`config.mk`:
```
export PLATFORM = sky130hd
export DESIGN_NAME = tps_top
export DESIGN_NICKNAME = d
export VERILOG_FILES = /design/src/logic/tps_pkg.sv /design/src/logic/tps_top.sv
export VERILOG_INCLUDE_DIRS = /design/src /design/src/logic
export SDC_FILE = /design/constraint.sdc
export NUM_CORES = 1
export LEC_CHECK = 0
export BUFFER_PORTS_ARGS = -buffer_cell sky130_fd_sc_hd__buf_2
export CORE_MARGIN = 3
export CORE_UTILIZATION = 48
export DETAILED_ROUTE_END_ITERATION = 6
export GPL_TIMING_DRIVEN = 0
export PLACE_DENSITY = 0.74
export SLEW_MARGIN = 20
export SYNTH_ARGS = -nofsm -noshare
export SYNTH_HDL_FRONTEND = slang
export SYNTH_SLANG_ARGS = --single-unit
```
`constraint.sdc`:
```
create_clock -name ref_clk_in -period 1.55 [get_ports ref_clk_in]
set_input_delay 0.0775 -clock ref_clk_in [delete_from_list [all_inputs] [get_ports ref_clk_in]]
set_output_delay 0.0775 -clock ref_clk_in [all_outputs]
set_load 0.05 [all_outputs]
```
`src/logic/tps_defines.svh`:
```
`ifndef TPS_DEFINES_SVH
`define TPS_DEFINES_SVH

// register offsets on the plain register port
`define TPS_ADDR_SYNC_CTRL 8'h00
`define TPS_ADDR_TMR0_SEL 8'h01
`define TPS_ADDR_TMR1_SEL 8'h02
`define TPS_ADDR_PRESC_LO 8'h03
`define TPS_ADDR_PRESC_HI 8'h04
`define TPS_ADDR_PIN_STAT 8'h05

// timer_sync_control field positions
`define TPS_BIT_SYNC_HOLD 7
`define TPS_BIT_PSC_RESET 0

// clock_source_select field
`define TPS_SEL_LSB 0
`define TPS_SEL_MSB 2

// reset values
`define TPS_RST_SYNC_CTRL 8'h00
`define TPS_RST_SEL 3'h0
`define TPS_RST_PRESC 10'h000

// prescaler width and the number of low bits behind each tap
`define TPS_PRESC_W 10
`define TPS_TAP_BITS_DIV8 3
`define TPS_TAP_BITS_DIV64 6
`define TPS_TAP_BITS_DIV256 8
`define TPS_TAP_BITS_DIV1024 10

// timing in system clock cycles (40 MHz, 25 ns period)
`define TPS_CLK_PERIOD_NS 25
`define TPS_EXT_DELAY_MIN_CYC 2
`define TPS_EXT_DELAY_MAX_CYC 3

`endif

```
`src/logic/tps_pkg.sv`:
```
package tps_pkg;

  // clock_source_select encoding for one timer
  typedef enum logic [2:0] {
    TPS_SEL_NONE = 3'h0,
    TPS_SEL_DIRECT = 3'h1,
    TPS_SEL_DIV8 = 3'h2,
    TPS_SEL_DIV64 = 3'h3,
    TPS_SEL_DIV256 = 3'h4,
    TPS_SEL_DIV1024 = 3'h5,
    TPS_SEL_EXT_FALL = 3'h6,
    TPS_SEL_EXT_RISE = 3'h7
  } tps_clk_sel_t;

  typedef logic [3:0] tps_taps_t;

endpackage

```
`src/logic/tps_top.sv`:
```
// The address-and-strobe port and the register addresses were left to the implementer.
`timescale 1ns/1ps
`include "tps_defines.svh"

module tps_top
  import tps_pkg::*;
#(
  parameter int NUM_TIMERS = 2,
  parameter int ADDR_W = 8,
  parameter int DATA_W = 8
) (
  input wire logic ref_clk_in,
  input wire logic rst_n_in,
  input wire logic [ADDR_W-1:0] reg_addr_in,
  input wire logic [DATA_W-1:0] reg_wdata_in,
  input wire logic reg_wr_in,
  input wire logic reg_rd_in,
  output logic [DATA_W-1:0] reg_rdata_out,
  input wire logic [NUM_TIMERS-1:0] ext_count_pin_in,
  output logic [NUM_TIMERS-1:0] timer_tick_out,
  output logic [3:0] prescaler_tap_out,
  output logic prescaler_reset_out
);

  // software state
  logic sync_hold_mode;
  logic prescaler_reset_bit;
  tps_clk_sel_t clock_source_select [NUM_TIMERS];

  // prescaler
  logic [`TPS_PRESC_W-1:0] presc_cnt;
  tps_taps_t tap_pulse;

  // pin synchronisers and edge detectors
  logic [NUM_TIMERS-1:0] pin_meta;
  logic [NUM_TIMERS-1:0] pin_sync;
  logic [NUM_TIMERS-1:0] pin_prev;
  logic [NUM_TIMERS-1:0] ext_count_pulse;

  logic wr_ctrl;
  logic [DATA_W-1:0] next_rdata;

  assign wr_ctrl = reg_wr_in && (reg_addr_in == ADDR_W'(`TPS_ADDR_SYNC_CTRL));

  // picks the tick for one timer from its select value
  function automatic logic sel_tick(input tps_clk_sel_t sel, input tps_taps_t taps,
                                    input logic rise, input logic fall);
    logic t;
    t = 1'b0;
    case (sel)
      TPS_SEL_NONE: t = 1'b0;
      TPS_SEL_DIRECT: t = 1'b1;
      TPS_SEL_DIV8: t = taps[0];
      TPS_SEL_DIV64: t = taps[1];
      TPS_SEL_DIV256: t = taps[2];
      TPS_SEL_DIV1024: t = taps[3];
      TPS_SEL_EXT_FALL: t = fall;
      TPS_SEL_EXT_RISE: t = rise;
      default: t = 1'b0;
    endcase
    return t;
  endfunction

  always_ff @(posedge ref_clk_in or negedge rst_n_in) begin
    if (!rst_n_in) begin
      sync_hold_mode <= 1'(`TPS_RST_SYNC_CTRL >> `TPS_BIT_SYNC_HOLD);
      prescaler_reset_bit <= 1'b0;
    end else if (wr_ctrl) begin
      sync_hold_mode <= reg_wdata_in[`TPS_BIT_SYNC_HOLD];
      prescaler_reset_bit <= reg_wdata_in[`TPS_BIT_PSC_RESET];
    end else if (!sync_hold_mode) begin
      // bit stays up only for the cycle it was written in
      prescaler_reset_bit <= 1'b0;
    end
  end

  always_ff @(posedge ref_clk_in or negedge rst_n_in) begin
    if (!rst_n_in) begin
      for (int i = 0; i < NUM_TIMERS; i++) begin
        clock_source_select[i] <= tps_clk_sel_t'(`TPS_RST_SEL);
      end
    end else if (reg_wr_in) begin
      for (int i = 0; i < NUM_TIMERS; i++) begin
        if (reg_addr_in == ADDR_W'(`TPS_ADDR_TMR0_SEL + i)) begin
          clock_source_select[i] <= tps_clk_sel_t'(reg_wdata_in[`TPS_SEL_MSB:`TPS_SEL_LSB]);
        end
      end
    end
  end

  // free running, only the reset bit stops it
  always_ff @(posedge ref_clk_in or negedge rst_n_in) begin
    if (!rst_n_in) begin
      presc_cnt <= `TPS_RST_PRESC;
    end else if (prescaler_reset_bit) begin
      presc_cnt <= `TPS_RST_PRESC;
    end else begin
      presc_cnt <= presc_cnt + 1'b1;
    end
  end

  // each tap fires when its low bits are about to wrap
  localparam int TAP_BITS [4] = '{`TPS_TAP_BITS_DIV8, `TPS_TAP_BITS_DIV64,
                                  `TPS_TAP_BITS_DIV256, `TPS_TAP_BITS_DIV1024};
  generate
    for (genvar k = 0; k < 4; k++) begin : g_tap
      assign tap_pulse[k] = !prescaler_reset_bit && (&presc_cnt[TAP_BITS[k]-1:0]);
    end
  endgenerate

  always_ff @(posedge ref_clk_in or negedge rst_n_in) begin
    if (!rst_n_in) begin
      prescaler_tap_out <= '0;
      prescaler_reset_out <= 1'b0;
    end else begin
      prescaler_tap_out <= tap_pulse;
      prescaler_reset_out <= prescaler_reset_bit;
    end
  end

  // two rising-edge stages stand in for latch plus register
  // the first stage feeds nothing but the second
  always_ff @(posedge ref_clk_in or negedge rst_n_in) begin
    if (!rst_n_in) begin
      pin_meta <= '0;
      pin_sync <= '0;
      pin_prev <= '0;
    end else begin
      pin_meta <= ext_count_pin_in;
      pin_sync <= pin_meta;
      pin_prev <= pin_sync;
    end
  end

  assign ext_count_pulse = pin_sync ^ pin_prev;

  // registered tick adds the last cycle of latency
  always_ff @(posedge ref_clk_in or negedge rst_n_in) begin
    if (!rst_n_in) begin
      timer_tick_out <= '0;
    end else begin
      for (int i = 0; i < NUM_TIMERS; i++) begin
        timer_tick_out[i] <= sel_tick(clock_source_select[i], tap_pulse,
                                      ext_count_pulse[i] && pin_sync[i],
                                      ext_count_pulse[i] && !pin_sync[i]);
      end
    end
  end

  // read data exists only in the cycle after the strobe
  always_comb begin
    next_rdata = '0;
    if (reg_rd_in) begin
      case (reg_addr_in)
        ADDR_W'(`TPS_ADDR_SYNC_CTRL): begin
          next_rdata[`TPS_BIT_SYNC_HOLD] = sync_hold_mode;
          next_rdata[`TPS_BIT_PSC_RESET] = prescaler_reset_bit;
        end
        ADDR_W'(`TPS_ADDR_TMR0_SEL): next_rdata[`TPS_SEL_MSB:`TPS_SEL_LSB] = clock_source_select[0];
        ADDR_W'(`TPS_ADDR_TMR1_SEL): next_rdata[`TPS_SEL_MSB:`TPS_SEL_LSB] = clock_source_select[1];
        ADDR_W'(`TPS_ADDR_PRESC_LO): next_rdata = presc_cnt[7:0];
        ADDR_W'(`TPS_ADDR_PRESC_HI): next_rdata[1:0] = presc_cnt[`TPS_PRESC_W-1:8];
        ADDR_W'(`TPS_ADDR_PIN_STAT): next_rdata[NUM_TIMERS-1:0] = pin_sync;
        default: next_rdata = '0;
      endcase
    end
  end

  always_ff @(posedge ref_clk_in or negedge rst_n_in) begin
    if (!rst_n_in) begin
      reg_rdata_out <= '0;
    end else begin
      reg_rdata_out <= next_rdata;
    end
  end

  // checks

  AST_SEL_NONE_STOPS: assert property (
    @(posedge ref_clk_in) disable iff (!rst_n_in)
    (clock_source_select[0] == TPS_SEL_NONE) |=> !timer_tick_out[0])
    else $error("timer 0 ticked with no source");

  AST_SEL_DIRECT_EVERY: assert property (
    @(posedge ref_clk_in) disable iff (!rst_n_in)
    (clock_source_select[1] == TPS_SEL_DIRECT) [*2] |=> timer_tick_out[1] && $past(timer_tick_out[1]))
    else $error("direct select did not tick every cycle");

  // a prescaler reset restarts the phase, so it cancels the spacing check
  AST_DIV8_SPACING: assert property (
    @(posedge ref_clk_in) disable iff (!rst_n_in || prescaler_reset_bit)
    (tap_pulse[0] && !prescaler_reset_bit) |=> !tap_pulse[0] [*7] ##1 (tap_pulse[0] || prescaler_reset_bit))
    else $error("divide by 8 tap spacing wrong");

  AST_TAP_NESTED: assert property (
    @(posedge ref_clk_in) disable iff (!rst_n_in)
    tap_pulse[3] |-> (tap_pulse[2] && tap_pulse[1] && tap_pulse[0] && presc_cnt == 10'h3FF))
    else $error("taps out of phase");

  AST_PRESC_RUNS: assert property (
    @(posedge ref_clk_in) disable iff (!rst_n_in)
    !prescaler_reset_bit |=> presc_cnt == $past(presc_cnt) + 10'h001)
    else $error("prescaler did not advance");

  AST_PRESC_CLEARED: assert property (
    @(posedge ref_clk_in) disable iff (!rst_n_in)
    (prescaler_reset_bit && !wr_ctrl && !sync_hold_mode) |=> (presc_cnt == 10'h000) && !prescaler_reset_bit)
    else $error("reset bit did not clear prescaler and itself");

  AST_HOLD_KEEPS: assert property (
    @(posedge ref_clk_in) disable iff (!rst_n_in)
    (sync_hold_mode && prescaler_reset_bit && !wr_ctrl) |=> prescaler_reset_bit && presc_cnt == 10'h000)
    else $error("hold mode lost the reset bit");

  AST_HOLD_RELEASE: assert property (
    @(posedge ref_clk_in) disable iff (!rst_n_in)
    (wr_ctrl && !reg_wdata_in[`TPS_BIT_SYNC_HOLD]) ##1 !wr_ctrl |=> !prescaler_reset_bit)
    else $error("reset bit kept after hold release");

  AST_EXT_RISE_TICK: assert property (
    @(posedge ref_clk_in) disable iff (!rst_n_in)
    ($rose(pin_sync[0]) && clock_source_select[0] == TPS_SEL_EXT_RISE) |=> timer_tick_out[0])
    else $error("rising pin edge gave no tick");

  AST_EXT_LATENCY: assert property (
    @(posedge ref_clk_in) disable iff (!rst_n_in)
    ($fell(ext_count_pin_in[1]) && clock_source_select[1] == TPS_SEL_EXT_FALL) [*1] ##1
    (clock_source_select[1] == TPS_SEL_EXT_FALL && !ext_count_pin_in[1]) [*2] |=> timer_tick_out[1])
    else $error("falling pin edge not counted within three cycles");

  AST_EXT_NO_DIVIDE: assert property (
    @(posedge ref_clk_in) disable iff (!rst_n_in)
    (clock_source_select[0] == TPS_SEL_EXT_RISE && !(ext_count_pulse[0] && pin_sync[0])) |=> !timer_tick_out[0])
    else $error("external tick without a pin edge");

  AST_READ_ONE_CYCLE: assert property (
    @(posedge ref_clk_in) disable iff (!rst_n_in)
    !reg_rd_in |=> reg_rdata_out == '0)
    else $error("read data outside its cycle");

  AST_SEL_DIV64_TICK: assert property (
    @(posedge ref_clk_in) disable iff (!rst_n_in)
    (clock_source_select[0] == TPS_SEL_DIV64) |=> timer_tick_out[0] == $past(tap_pulse[1]))
    else $error("divide by 64 select does not follow its tap");

  AST_SEL_DIV256_TICK: assert property (
    @(posedge ref_clk_in) disable iff (!rst_n_in)
    (clock_source_select[1] == TPS_SEL_DIV256) |=> timer_tick_out[1] == $past(tap_pulse[2]))
    else $error("divide by 256 select does not follow its tap");

  AST_SEL_DIV1024_TICK: assert property (
    @(posedge ref_clk_in) disable iff (!rst_n_in)
    (clock_source_select[0] == TPS_SEL_DIV1024) |=> timer_tick_out[0] == $past(tap_pulse[3]))
    else $error("divide by 1024 select does not follow its tap");

  AST_SEL_DIV8_TICK: assert property (
    @(posedge ref_clk_in) disable iff (!rst_n_in)
    (clock_source_select[1] == TPS_SEL_DIV8) |=> timer_tick_out[1] == $past(tap_pulse[0]))
    else $error("divide by 8 select does not follow its tap");

  AST_DIRECT_TIMER0: assert property (
    @(posedge ref_clk_in) disable iff (!rst_n_in)
    (clock_source_select[0] == TPS_SEL_DIRECT) |=> timer_tick_out[0])
    else $error("direct select missed a tick");

  AST_TAP_OUT_COPY: assert property (
    @(posedge ref_clk_in) disable iff (!rst_n_in)
    1'b1 |=> prescaler_tap_out == $past(tap_pulse))
    else $error("tap output does not follow the taps");

  AST_RESET_OUT_COPY: assert property (
    @(posedge ref_clk_in) disable iff (!rst_n_in)
    1'b1 |=> prescaler_reset_out == $past(prescaler_reset_bit))
    else $error("reset output does not follow the reset bit");

  AST_TAPS_QUIET_IN_RESET: assert property (
    @(posedge ref_clk_in) disable iff (!rst_n_in)
    prescaler_reset_bit |-> tap_pulse == 4'h0)
    else $error("tap pulsed while prescaler held");

  AST_HOLD_COUNT_ZERO: assert property (
    @(posedge ref_clk_in) disable iff (!rst_n_in)
    (sync_hold_mode && prescaler_reset_bit) |=> presc_cnt == 10'h000)
    else $error("prescaler moved while held");

  AST_PIN_TWO_STAGES: assert property (
    @(posedge ref_clk_in) disable iff (!rst_n_in)
    1'b1 |=> ##1 pin_sync == $past(ext_count_pin_in, 2))
    else $error("pin synchroniser depth wrong");

  AST_EXT_FALL_TICK: assert property (
    @(posedge ref_clk_in) disable iff (!rst_n_in)
    ($fell(pin_sync[1]) && clock_source_select[1] == TPS_SEL_EXT_FALL) |=> timer_tick_out[1])
    else $error("falling pin edge gave no tick");

  AST_EXT_ONE_PULSE: assert property (
    @(posedge ref_clk_in) disable iff (!rst_n_in)
    ($rose(pin_sync[0]) && clock_source_select[0] == TPS_SEL_EXT_RISE) ##1
    (clock_source_select[0] == TPS_SEL_EXT_RISE) |=> !timer_tick_out[0])
    else $error("one pin edge gave two ticks");

  AST_EXT_FALL_ONLY_EDGE: assert property (
    @(posedge ref_clk_in) disable iff (!rst_n_in)
    (clock_source_select[1] == TPS_SEL_EXT_FALL && !(ext_count_pulse[1] && !pin_sync[1])) |=> !timer_tick_out[1])
    else $error("external tick without a falling edge");

  AST_HOLD_WRITE_ZERO: assert property (
    @(posedge ref_clk_in) disable iff (!rst_n_in)
    (wr_ctrl && !reg_wdata_in[`TPS_BIT_SYNC_HOLD] && !reg_wdata_in[`TPS_BIT_PSC_RESET]) |=>
    !prescaler_reset_bit && !sync_hold_mode)
    else $error("write of zero left hold or reset set");

  AST_WRITE_ONE_RESETS: assert property (
    @(posedge ref_clk_in) disable iff (!rst_n_in)
    (wr_ctrl && reg_wdata_in[`TPS_BIT_PSC_RESET]) |=> prescaler_reset_bit ##1 presc_cnt == 10'h000)
    else $error("writing the reset bit did not clear the prescaler");

  AST_SEL_WRITE: assert property (
    @(posedge ref_clk_in) disable iff (!rst_n_in)
    (reg_wr_in && reg_addr_in == ADDR_W'(`TPS_ADDR_TMR1_SEL)) |=>
    clock_source_select[1] == tps_clk_sel_t'($past(reg_wdata_in[`TPS_SEL_MSB:`TPS_SEL_LSB])) &&
    clock_source_select[0] == $past(clock_source_select[0]))
    else $error("timer 1 select write wrong or leaked");

  AST_READ_SEL: assert property (
    @(posedge ref_clk_in) disable iff (!rst_n_in)
    (reg_rd_in && reg_addr_in == ADDR_W'(`TPS_ADDR_TMR0_SEL)) |=>
    reg_rdata_out == DATA_W'($past(clock_source_select[0])))
    else $error("timer 0 select read back wrong");

  AST_READ_PIN: assert property (
    @(posedge ref_clk_in) disable iff (!rst_n_in)
    (reg_rd_in && reg_addr_in == ADDR_W'(`TPS_ADDR_PIN_STAT)) |=> reg_rdata_out == DATA_W'($past(pin_sync)))
    else $error("pin status read back wrong");

endmodule

```
==> After elaboration in Yosys (flattened, before gate mapping) <==
Index checks and enable logic that the tools add are counted.
{ "word_totals": {"register_bits": 39, "latchBits": 0, "ram_bits": 0, "romBits": 0, "out_inout_bits": 15, "word_cells": 66, "n_memories": 0} }
{ "classes": {"addsub": 1, "n_mul": 0, "div": 0, "n_lt_le_gt_ge": 0, "n_eq_ne": 20, "shift": 0, "muxes": 11, "n_bitwise": 1, "n_reduce_logical": 21} }
{ "ops": {"columns": ["operator", "count"], "rows": [
  ["$eq 3x3->1 const B", 8],
  ["$eq 8x2->1 const B", 2],
  ["$eq 8x3->1 const B", 2],
  ["$pmux 1 s8", 2],
  ["$eq 3x2->1 const B", 4],
  ["$add 10x1->10 const B", 1],
  ["$mux 10", 1],
  ["$reduce_and 10->1", 1],
  ["$logic_and 1x1->1", 9],
  ["$eq 8x1->1 const B", 1],
  ["$logic_not 8->1", 1],
  ["$mux 8", 1],
  ["$reduce_and 8->1", 1],
  ["$eq 3x1->1 const B", 2],
  ["$logic_not 3->1", 2],
  ["$pmux 1 s6", 1],
  ["$reduce_and 6->1", 1],
  ["$pmux 1 s5", 1],
  ["$mux 4", 1],
  ["$reduce_and 2->1", 2],
  ["$logic_not 1->1", 3],
  ["$pmux 1 s3", 1],
  ["$reduce_and 3->1", 1],
  ["$mux 1", 2],
  ["3 further kinds", 3]
]} }

==> Logic depth before layout (Yosys ltp) <==
Gate-level depths: netlist of run 1.
{ "depth": {"depth_word": 3, "ltp_mapped": 6} }

==> Worst setup path before layout of run 1 <==
Ideal clock, no wire load.
{ "synth_path": {"path_kind": "register -> register", "start": "register presc_cnt[0]", "end": "register timer_tick_out[1]", "setup_time_ns": 0.148, "arrival_ns": 1.341, "setup_slack_ns": 0.061, "path_stages_with_launch": 7, "n_path_buf": 0, "synth_period_minus_slack_ns": 1.489, "cell_sequence": "dfrtp_1 ha_1 ha_1 nor2b_1 nor3b_1 o31ai_1 o311ai_0"} }
{ "synth_via": {"elab_chain_cells": 3} }
{ "synth_rtl": {"columns": ["item", "line_no", "rtl"], "rows": [
  ["start: declaration", "tps_top.sv:31", "logic [`TPS_PRESC_W-1:0] presc_cnt;"],
  ["start signal: assignment", "tps_top.sv:94", "presc_cnt <= `TPS_RST_PRESC;"],
  ["start signal: assignment", "tps_top.sv:96", "presc_cnt <= `TPS_RST_PRESC;"],
  ["start signal: assignment", "tps_top.sv:98", "presc_cnt <= presc_cnt + 1'b1;"],
  ["$reduce_and 3->1", "tps_top.sv:107", "assign tap_pulse[k] = !prescaler_reset_bit && (&presc_cnt[TAP_BITS[k]-1:0]);"],
  ["$logic_and 1x1->1", "tps_top.sv:107", null],
  ["named net tap_pulse[0]", "tps_top.sv:32", "tps_taps_t tap_pulse;"],
  ["$pmux 1 s8", "tps_top.sv:50", "case (sel)"],
  ["end signal: indexed assignment", "tps_top.sv:143", "timer_tick_out[i] <= sel_tick(clock_source_select[i], tap_pulse,"],
  ["end: declaration", "tps_top.sv:20", "output logic [NUM_TIMERS-1:0] timer_tick_out,"]
]} }
The timed path passes the listed nets, and every way through them passes these cells.
A chain may end at the register's enable or synchronous reset.

==> Worst setup path after layout of run 1 <==
Ends and elaborated chain as after synthesis.

==> results by group, run 1 <==
Global route
  – Number of global-route vias before repair: 1202
  – Busiest grt layer: met2
  – Total gr overflow: 0
  – GR Util met1: 21.8%
  – Initial antenna violation count: 0
  – First-pass GRT wire length: 5440 um
  – Met2 Usage GRT: 25.8%
  – Tot GR Track Use: ~17%
  – Grt met3 use: 5.95%
  – Largest net degree at the start of global routing: 40

Route
  – Remaining DRCs: 0
  – Routed len/inst: around 14 um
  – DRT Pass-1 Iters: 4
  – ANT nets after route: 0
  – Drt total wl: 3420 um
  – Via count: 1261
  – Detailed Route Iter0 Violations: 38
  – Post-DR vias/cell: 5.32

Setup path
  – Crit Path Max Fanout: 3
  – Crit Path Category: reg2reg
  – CP startpoint kind: register
  – Reg2reg setup slack: 0.01 ns
  – Worst reg2reg startpoint: presc_cnt[0]
  – Data required time at the worst endpoint: 1.77 ns
  – Reg-to-Reg End: timer_tick_out[1]
  – Worst endpoint data arrival time: 1.76 ns
  – Crit. End Element: register
  – Reg2reg path depth: 6

Power
  – Sw Ratio: 28.5%
  – Net Sw Power: 0.000675 W
  – Peak VDD IR: 0.624 mV
  – Comb pwr share: 17.0%
  – Power density cells: 1080 nW/um2
  – Internal power: roughly 0.0017 W
  – Pleak: 1.02 nW
  – Clock Power Share: just under 30%
  – Reg power frac: 53.9%

Place
  – Post-Place Setup Slack: -0.132 ns
  – Port buffer count: 31
  – Placed cell area: 1940 um2
  – GP Congestion: 0.828
  – DP Wirelength: about 2400 um

Synthesis
  – Main area contributors after synthesis: dfrtp_1 (57%), mux2_2 (5.2%), mux2i_1 (2.9%), nor2_1 (2.8%), nor3b_4 (2.2%)
  – Post-synthesis async set-or-reset flop share: 100%
  – Most used DFF post-synth: dfrtp_1
  – Cell with the most instances after synthesis: dfrtp_1
  – Sequential area share after synthesis: 56.5%
  – Top-area cell type share of the netlist area: 56.5%
  – Synth unique cells: 35
  – Area leader, netlist: dfrtp_1
  – Synth Warn #: 0
  – Post-Syn Area: 1730 um2
  – Avg Cell Area, Syn: between 10 and 15 um2
  – Cells after Synth: 140
  – Post-synth EDFFs: 0
  – Most frequent cells after synthesis: dfrtp_1 (39), nor2_1 (13), mux2_2 (8), nand2_1 (8)
  – Flop and latch count out of synthesis: 39
  – Syn Nets: 164

Floorplanning
  – Core Region: ~3400 um2
  – Io pins: 37
  – Die outline width: 66.0 um
  – Initial Util: 50.9%
  – Row count: 21
  – Die height: 66.0 um
  – Area of the die: around 4400 um2

Final layout
  – Multi-input logic area: 776 um2
  – Reg area: 977 um2
  – Share of cells above drive strength 1: 36.1%
  – Design area: 2180 um2
  – Syn-to-layout area delta: 26.5%
  – Nets: 214
  – # diodes: 0
  – # fillers: 261

Clock network
  – Skew-Pair Late Insertion Delay: 0.35 ns
  – Root buf cell: clkbuf_4
  – Clock Pin Slew Worst Setup and Hold Paths: 0.11 ns
  – Max clock buf depth: 2
  – CTS Buf Count: 5
  – CTS tree: built
  – Htree depth: 2
  – CTS sink cnt: 39

STA
  – Final Cycle Share: 99.1%
  – Setup TNS: 0 ns
  – Peak Freq: roughly 650 MHz
  – Worst hold slack: between 0.08 and 0.09 ns
  – Worst relative slew slack: 47.0%
  – Final setup vio count: 0
  – Final Hold Fails: 0
  – Worst-Margin Slew: 0.795 ns
  – Worst Skew: slightly above 0.01 ns
  – Fin crit period: between 1.5 and 2 ns
  – RSZ-0062 raised after global routing: true
  – Slew Limit Fails: 0
  – Setup WS post-layout: 0.0141 ns

Min path
  – Hold wc startpoint: reg_rd_in
  – Hold Path End: reg_rdata_out[7]
  – Hold Path Class: in2reg
  – Min-Delay Path Depth: 3

Run
  – Number of max-cap violations: 0

Outcome
  – Status: finished, final reports clean
-- logic make-up after synthesis --
| logic type | synth area share (%) |
|---|---|
| xor gates and xnor gates | 2.54 |
| and+or+nand+nor | 22.4 |
| AOI/OAI and AO/OA | 6.23 |
| muxes | 9.42 |
| buffers and inverters | 1.45 |
| DFF | 56.5 |
| adders and majority gates | 1.45 |
-- worst max-delay path, cell delays in order, from the launching register on --
cell,delay (ns)
dfrtp_1,0.41
ha_2,0.22
ha_4,0.16
nor2b_4,0.13
nor3b_2,0.16
o31ai_2,0.21
o311ai_2,0.13
-- state kept, by name, summed over array words and instances, names as in the netlist --
signal	flops
pin_sync	2
prescaler_reset_out	1
reg_rdata_out	8
pin_prev	2
prescaler_reset_bit	1
timer_tick_out	2
presc_cnt	10
pin_meta	2
sync_hold_mode	1
prescaler_tap_out	4
clock_source_select	6
-- power groups by stage --
stage | clock network (W) | registers, W | logic (W)
6_report | 0.000687 | 0.00128 | 0.000404
5_1_grt | 0.000754 | 0.00129 | 0.000447
4_1_cts | 0.000709 | 0.00126 | 0.000381
3_5_place_dp | 0 | 0.00129 | 0.000335
3_3_place_gp | 0 | 0.00128 | 0.000326
2_1_floorplan | 0 | 0.00133 | 0.000159
-- stage by stage --
stage               total power, W  utilization, %  cells
global placement           0.00161            57.2    217
detailed placement         0.00163            57.2    217
floorplan                  0.00149               -    140
finish                     0.00237            64.5    237
CTS                        0.00235            62.9    235
global route               0.00250            64.5    237
-- what timing repair did --
action	CTS	global route
pin swaps	3	5
endpoints found under the setup margin	2	2
buffers inserted	3	2
hold endpoints to repair	49	0
cloned	0	0
hold buffers	7	0
gates resized for setup	7	6
-- worst max path at each step --
stage                      start                end  slack (ns)  depth (start not counted)
floorplan           presc_cnt[0]  timer_tick_out[1]        0.06                          6
global placement    presc_cnt[0]  timer_tick_out[0]       -0.08                          5
detailed placement  presc_cnt[0]  timer_tick_out[1]       -0.13                          5
CTS                 presc_cnt[0]  timer_tick_out[1]      -0.005                          6
global route        presc_cnt[0]  timer_tick_out[0]       -0.04                          5
finish              presc_cnt[0]  timer_tick_out[1]        0.01                          6
-- layer usage --
layer,up-vias,wire length (um)
li1,613,-
met5,-,0
met1,591,1490
met3,8,278
met2,49,1560
met4,0,89
-- cells in the final DEF (no fill, tap or decap), drive strengths merged, types with 2 or more instances in the layout --
cell	Yosys	routed
nor4bb	2	2
nor2	13	13
nor3b	6	6
buf	2	38
dlygate4sd3	0	7
nor2b	3	3
nand2	8	8
o311ai	2	2
dfrtp	39	39
clkbuf	2	8
mux2i	5	5
o21ai	4	4
ha	2	2
and2	4	4
or3	2	2
xor2	4	4
and4b	2	2
nand3b	2	2
inv	2	2
nand4	2	2
nor3	5	5
o31ai	3	3
a21oi	5	5
nand3	4	4
mux2	8	8
-- cell type report --
cell class,instances,share of cell area (%)
plain buffers,4,0.802
multi-input cells,95,35.5
clock buffers,6,2.35
inverters,2,0.344
flip-flops and latches,39,44.7
well taps,46,2.63
clock inverters,2,1.60
repair buffers,43,12.0
Note: power is estimated with default switching activity, not from simulation.
==> run 2: changes to the inputs <==
Settings changed: CORE_UTILIZATION 48 to 57, PLACE_DENSITY 0.74 to 0.83.
Clock period 1.55 ns to 1.94 ns, I/O delays scaled along.
==> run 2 against run 1 <==
  * Fmax shrank 8.7%
  * Clock power down 18%
  * Setup slack improved by 0.24 ns
  * Combinational power down 30%
  * Total power shrank 22%
  * Die area down 14%
  * First-iteration DRC count up 24%
  * Core utilization increased by 9.0 points
  * Clock-buffer cell count unchanged
  * Critical path type unchanged
  * Critical endpoint unchanged
  * Largest power group unchanged
==> results by group, run 2 (synthesis results as in run 1) <==
Setup path
  – Crit Path Category: reg2reg
  – Worst endpoint data arrival time: 1.89 ns
  – Reg-to-Reg End: timer_tick_out[1]
  – Crit path launch: presc_cnt[0]
  – Reg2reg path depth: 6
  – Reg2reg setup slack: ~0.26 ns
  – Worst reg2reg startpoint: presc_cnt[0]
  – Crit. End Element: register
  – Data required time at the worst endpoint: 2.15 ns
  – Crit Path Max Fanout: 5
  – CP startpoint kind: register

STA
  – Worst hold slack: 0.131 ns
  – Setup TNS: 0 ns
  – Worst relative slew slack: 45.9%
  – Final setup vio count: 0
  – Slew Limit Fails: 0
  – Peak Freq: 594 MHz
  – Worst-Margin Slew: 0.812 ns
  – Final Cycle Share: 86.7%
  – Setup WS post-layout: 0.257 ns
  – Worst Skew: 0.00595 ns
  – Final Hold Fails: 0
  – Fin crit period: 1.68 ns
  – RSZ-0062 raised after global routing: false

Route
  – Remaining DRCs: 0
  – Routed len/inst: 15.2 um
  – ANT nets after route: 0
  – Via count: 1288
  – Post-DR vias/cell: 5.94
  – Detailed Route Iter0 Violations: 47
  – Drt total wl: 3310 um
  – DRT Pass-1 Iters: 4

Min path
  – Hold Path End: reg_rdata_out[1]
  – Hold wc startpoint: reg_rd_in
  – Min-Delay Path Depth: 3
  – Hold Path Class: in2reg

Global route
  – Total gr overflow: 0
  – Tot GR Track Use: 20.5%
  – Number of global-route vias before repair: 1283
  – Largest net degree at the start of global routing: 40
  – Initial antenna violation count: 0
  – First-pass GRT wire length: roughly 5500 um

Clock network
  – Htree depth: 2
  – Root buf cell: clkbuf_4
  – CTS tree: built
  – Clock Pin Slew Worst Setup and Hold Paths: 0.11 ns
  – CTS Buf Count: 5
  – CTS sink cnt: 39
  – Post-CTS Resized: 0
  – Max clock buf depth: 2
  – Skew-Pair Late Insertion Delay: 0.34 ns

Final layout
  – Nets: ~210
  – Share of cells above drive strength 1: 29.6%
  – Biggest register: presc_cnt
  – # fillers: between 200 and 250
  – Max reg flops: 10
  – Biggest regs: presc_cnt: 10 flops, reg_rdata_out: 8 flops, clock_source_select: 6 flops
  – Commonest non-fill, non-tap cell in the layout: dfrtp_1
  – Most frequent cells in the layout: dfrtp_1 (39), buf_2 (33), nor2_1 (13), mux2_2 (8), nand2_1 (8)
  – # diodes: 0
  – Design area: 2080 um2
  – Syn-to-layout area delta: 20.3%
  – Utilization after layout: 73.4%

Power
  – Peak VDD IR: 0.581 mV
  – Power density cells: a little under 900 nW/um2
  – Pleak: 0.996 nW

Place
  – Port buffer count: 31
  – Post-Place Setup Slack: 0.248 ns
  – DP Wirelength: 2400 um
  – GP Congestion: 0.848
  – Placed cell area: 1920 um2

Floorplanning
  – Io pins: 37
  – Die height: 61.0 um
  – Row count: 19
  – Core Region: 2830 um2
  – Die outline width: 61.0 um
  – Area of the die: around 3700 um2
  – Initial Util: 61.0%

Run
  – Number of max-cap violations: 0

Outcome
  – Status: finished, final reports clean
## run 2: cell type report
cell class	instances	area [um2]	area share, %
flip-flops and latches	39	976	47.0
multi-input cells	95	726	34.9
repair buffers	38	225	10.8
clock buffers	6	51.3	2.47
well taps	31	38.8	1.87
clock inverters	2	35.0	1.69
plain buffers	4	17.5	0.843
inverters	2	7.51	0.361
## run 2: repair_timing
item                                   4_1_cts  5_1_grt
hold buffers                                 7        0
setup buffers                                0        0
endpoints found under the hold margin       48        0
## run 2: how the worst max path moves through the flow
stage / to / depth (start not counted)
floorplan: timer_tick_out[1] / 6
global placement: timer_tick_out[1] / 6
detailed placement: timer_tick_out[1] / 6
CTS: timer_tick_out[1] / 6
global route: timer_tick_out[1] / 5
finish: timer_tick_out[1] / 6
## run 2: per-layer routing
layer / global-route usage (%) / vias up / wire length, um / part of all wire, %
met5: 0 / - / 0 / 0
met4: 12.4 / 0 / 85 / 2.6
met3: 5.03 / 11 / 171 / 5.2
met2: 31.9 / 51 / 1610 / 49
met1: 25.8 / 626 / 1450 / 44
li1: - / 600 / - / -
## run 2: stage by stage
| step | instances | total power [W] |
|---|---|---|
| 4_1_cts | 217 | 0.00187 |
| 6_report | 217 | 0.00186 |
| 3_5_place_dp | 202 | 0.00130 |
| 5_1_grt | 217 | 0.00195 |
| 3_3_place_gp | 202 | 0.00128 |
| 2_1_floorplan | 140 | 0.00119 |
## run 2: power breakdown
group          internal, W  switching [W]  leakage, nW
Clock             0.000305       0.000255       0.0482
Combinational     0.000111       0.000171        0.432
Sequential        0.000908       0.000107        0.516
Total              0.00132       0.000534        0.996
## run 2: worst max-delay path, stage by stage, from the launching register on
cell      delay (ns)
dfrtp_1         0.43
ha_1            0.24
ha_1            0.17
nor2b_1         0.16
nor3b_1         0.16
o31ai_1         0.21
o311ai_0        0.17
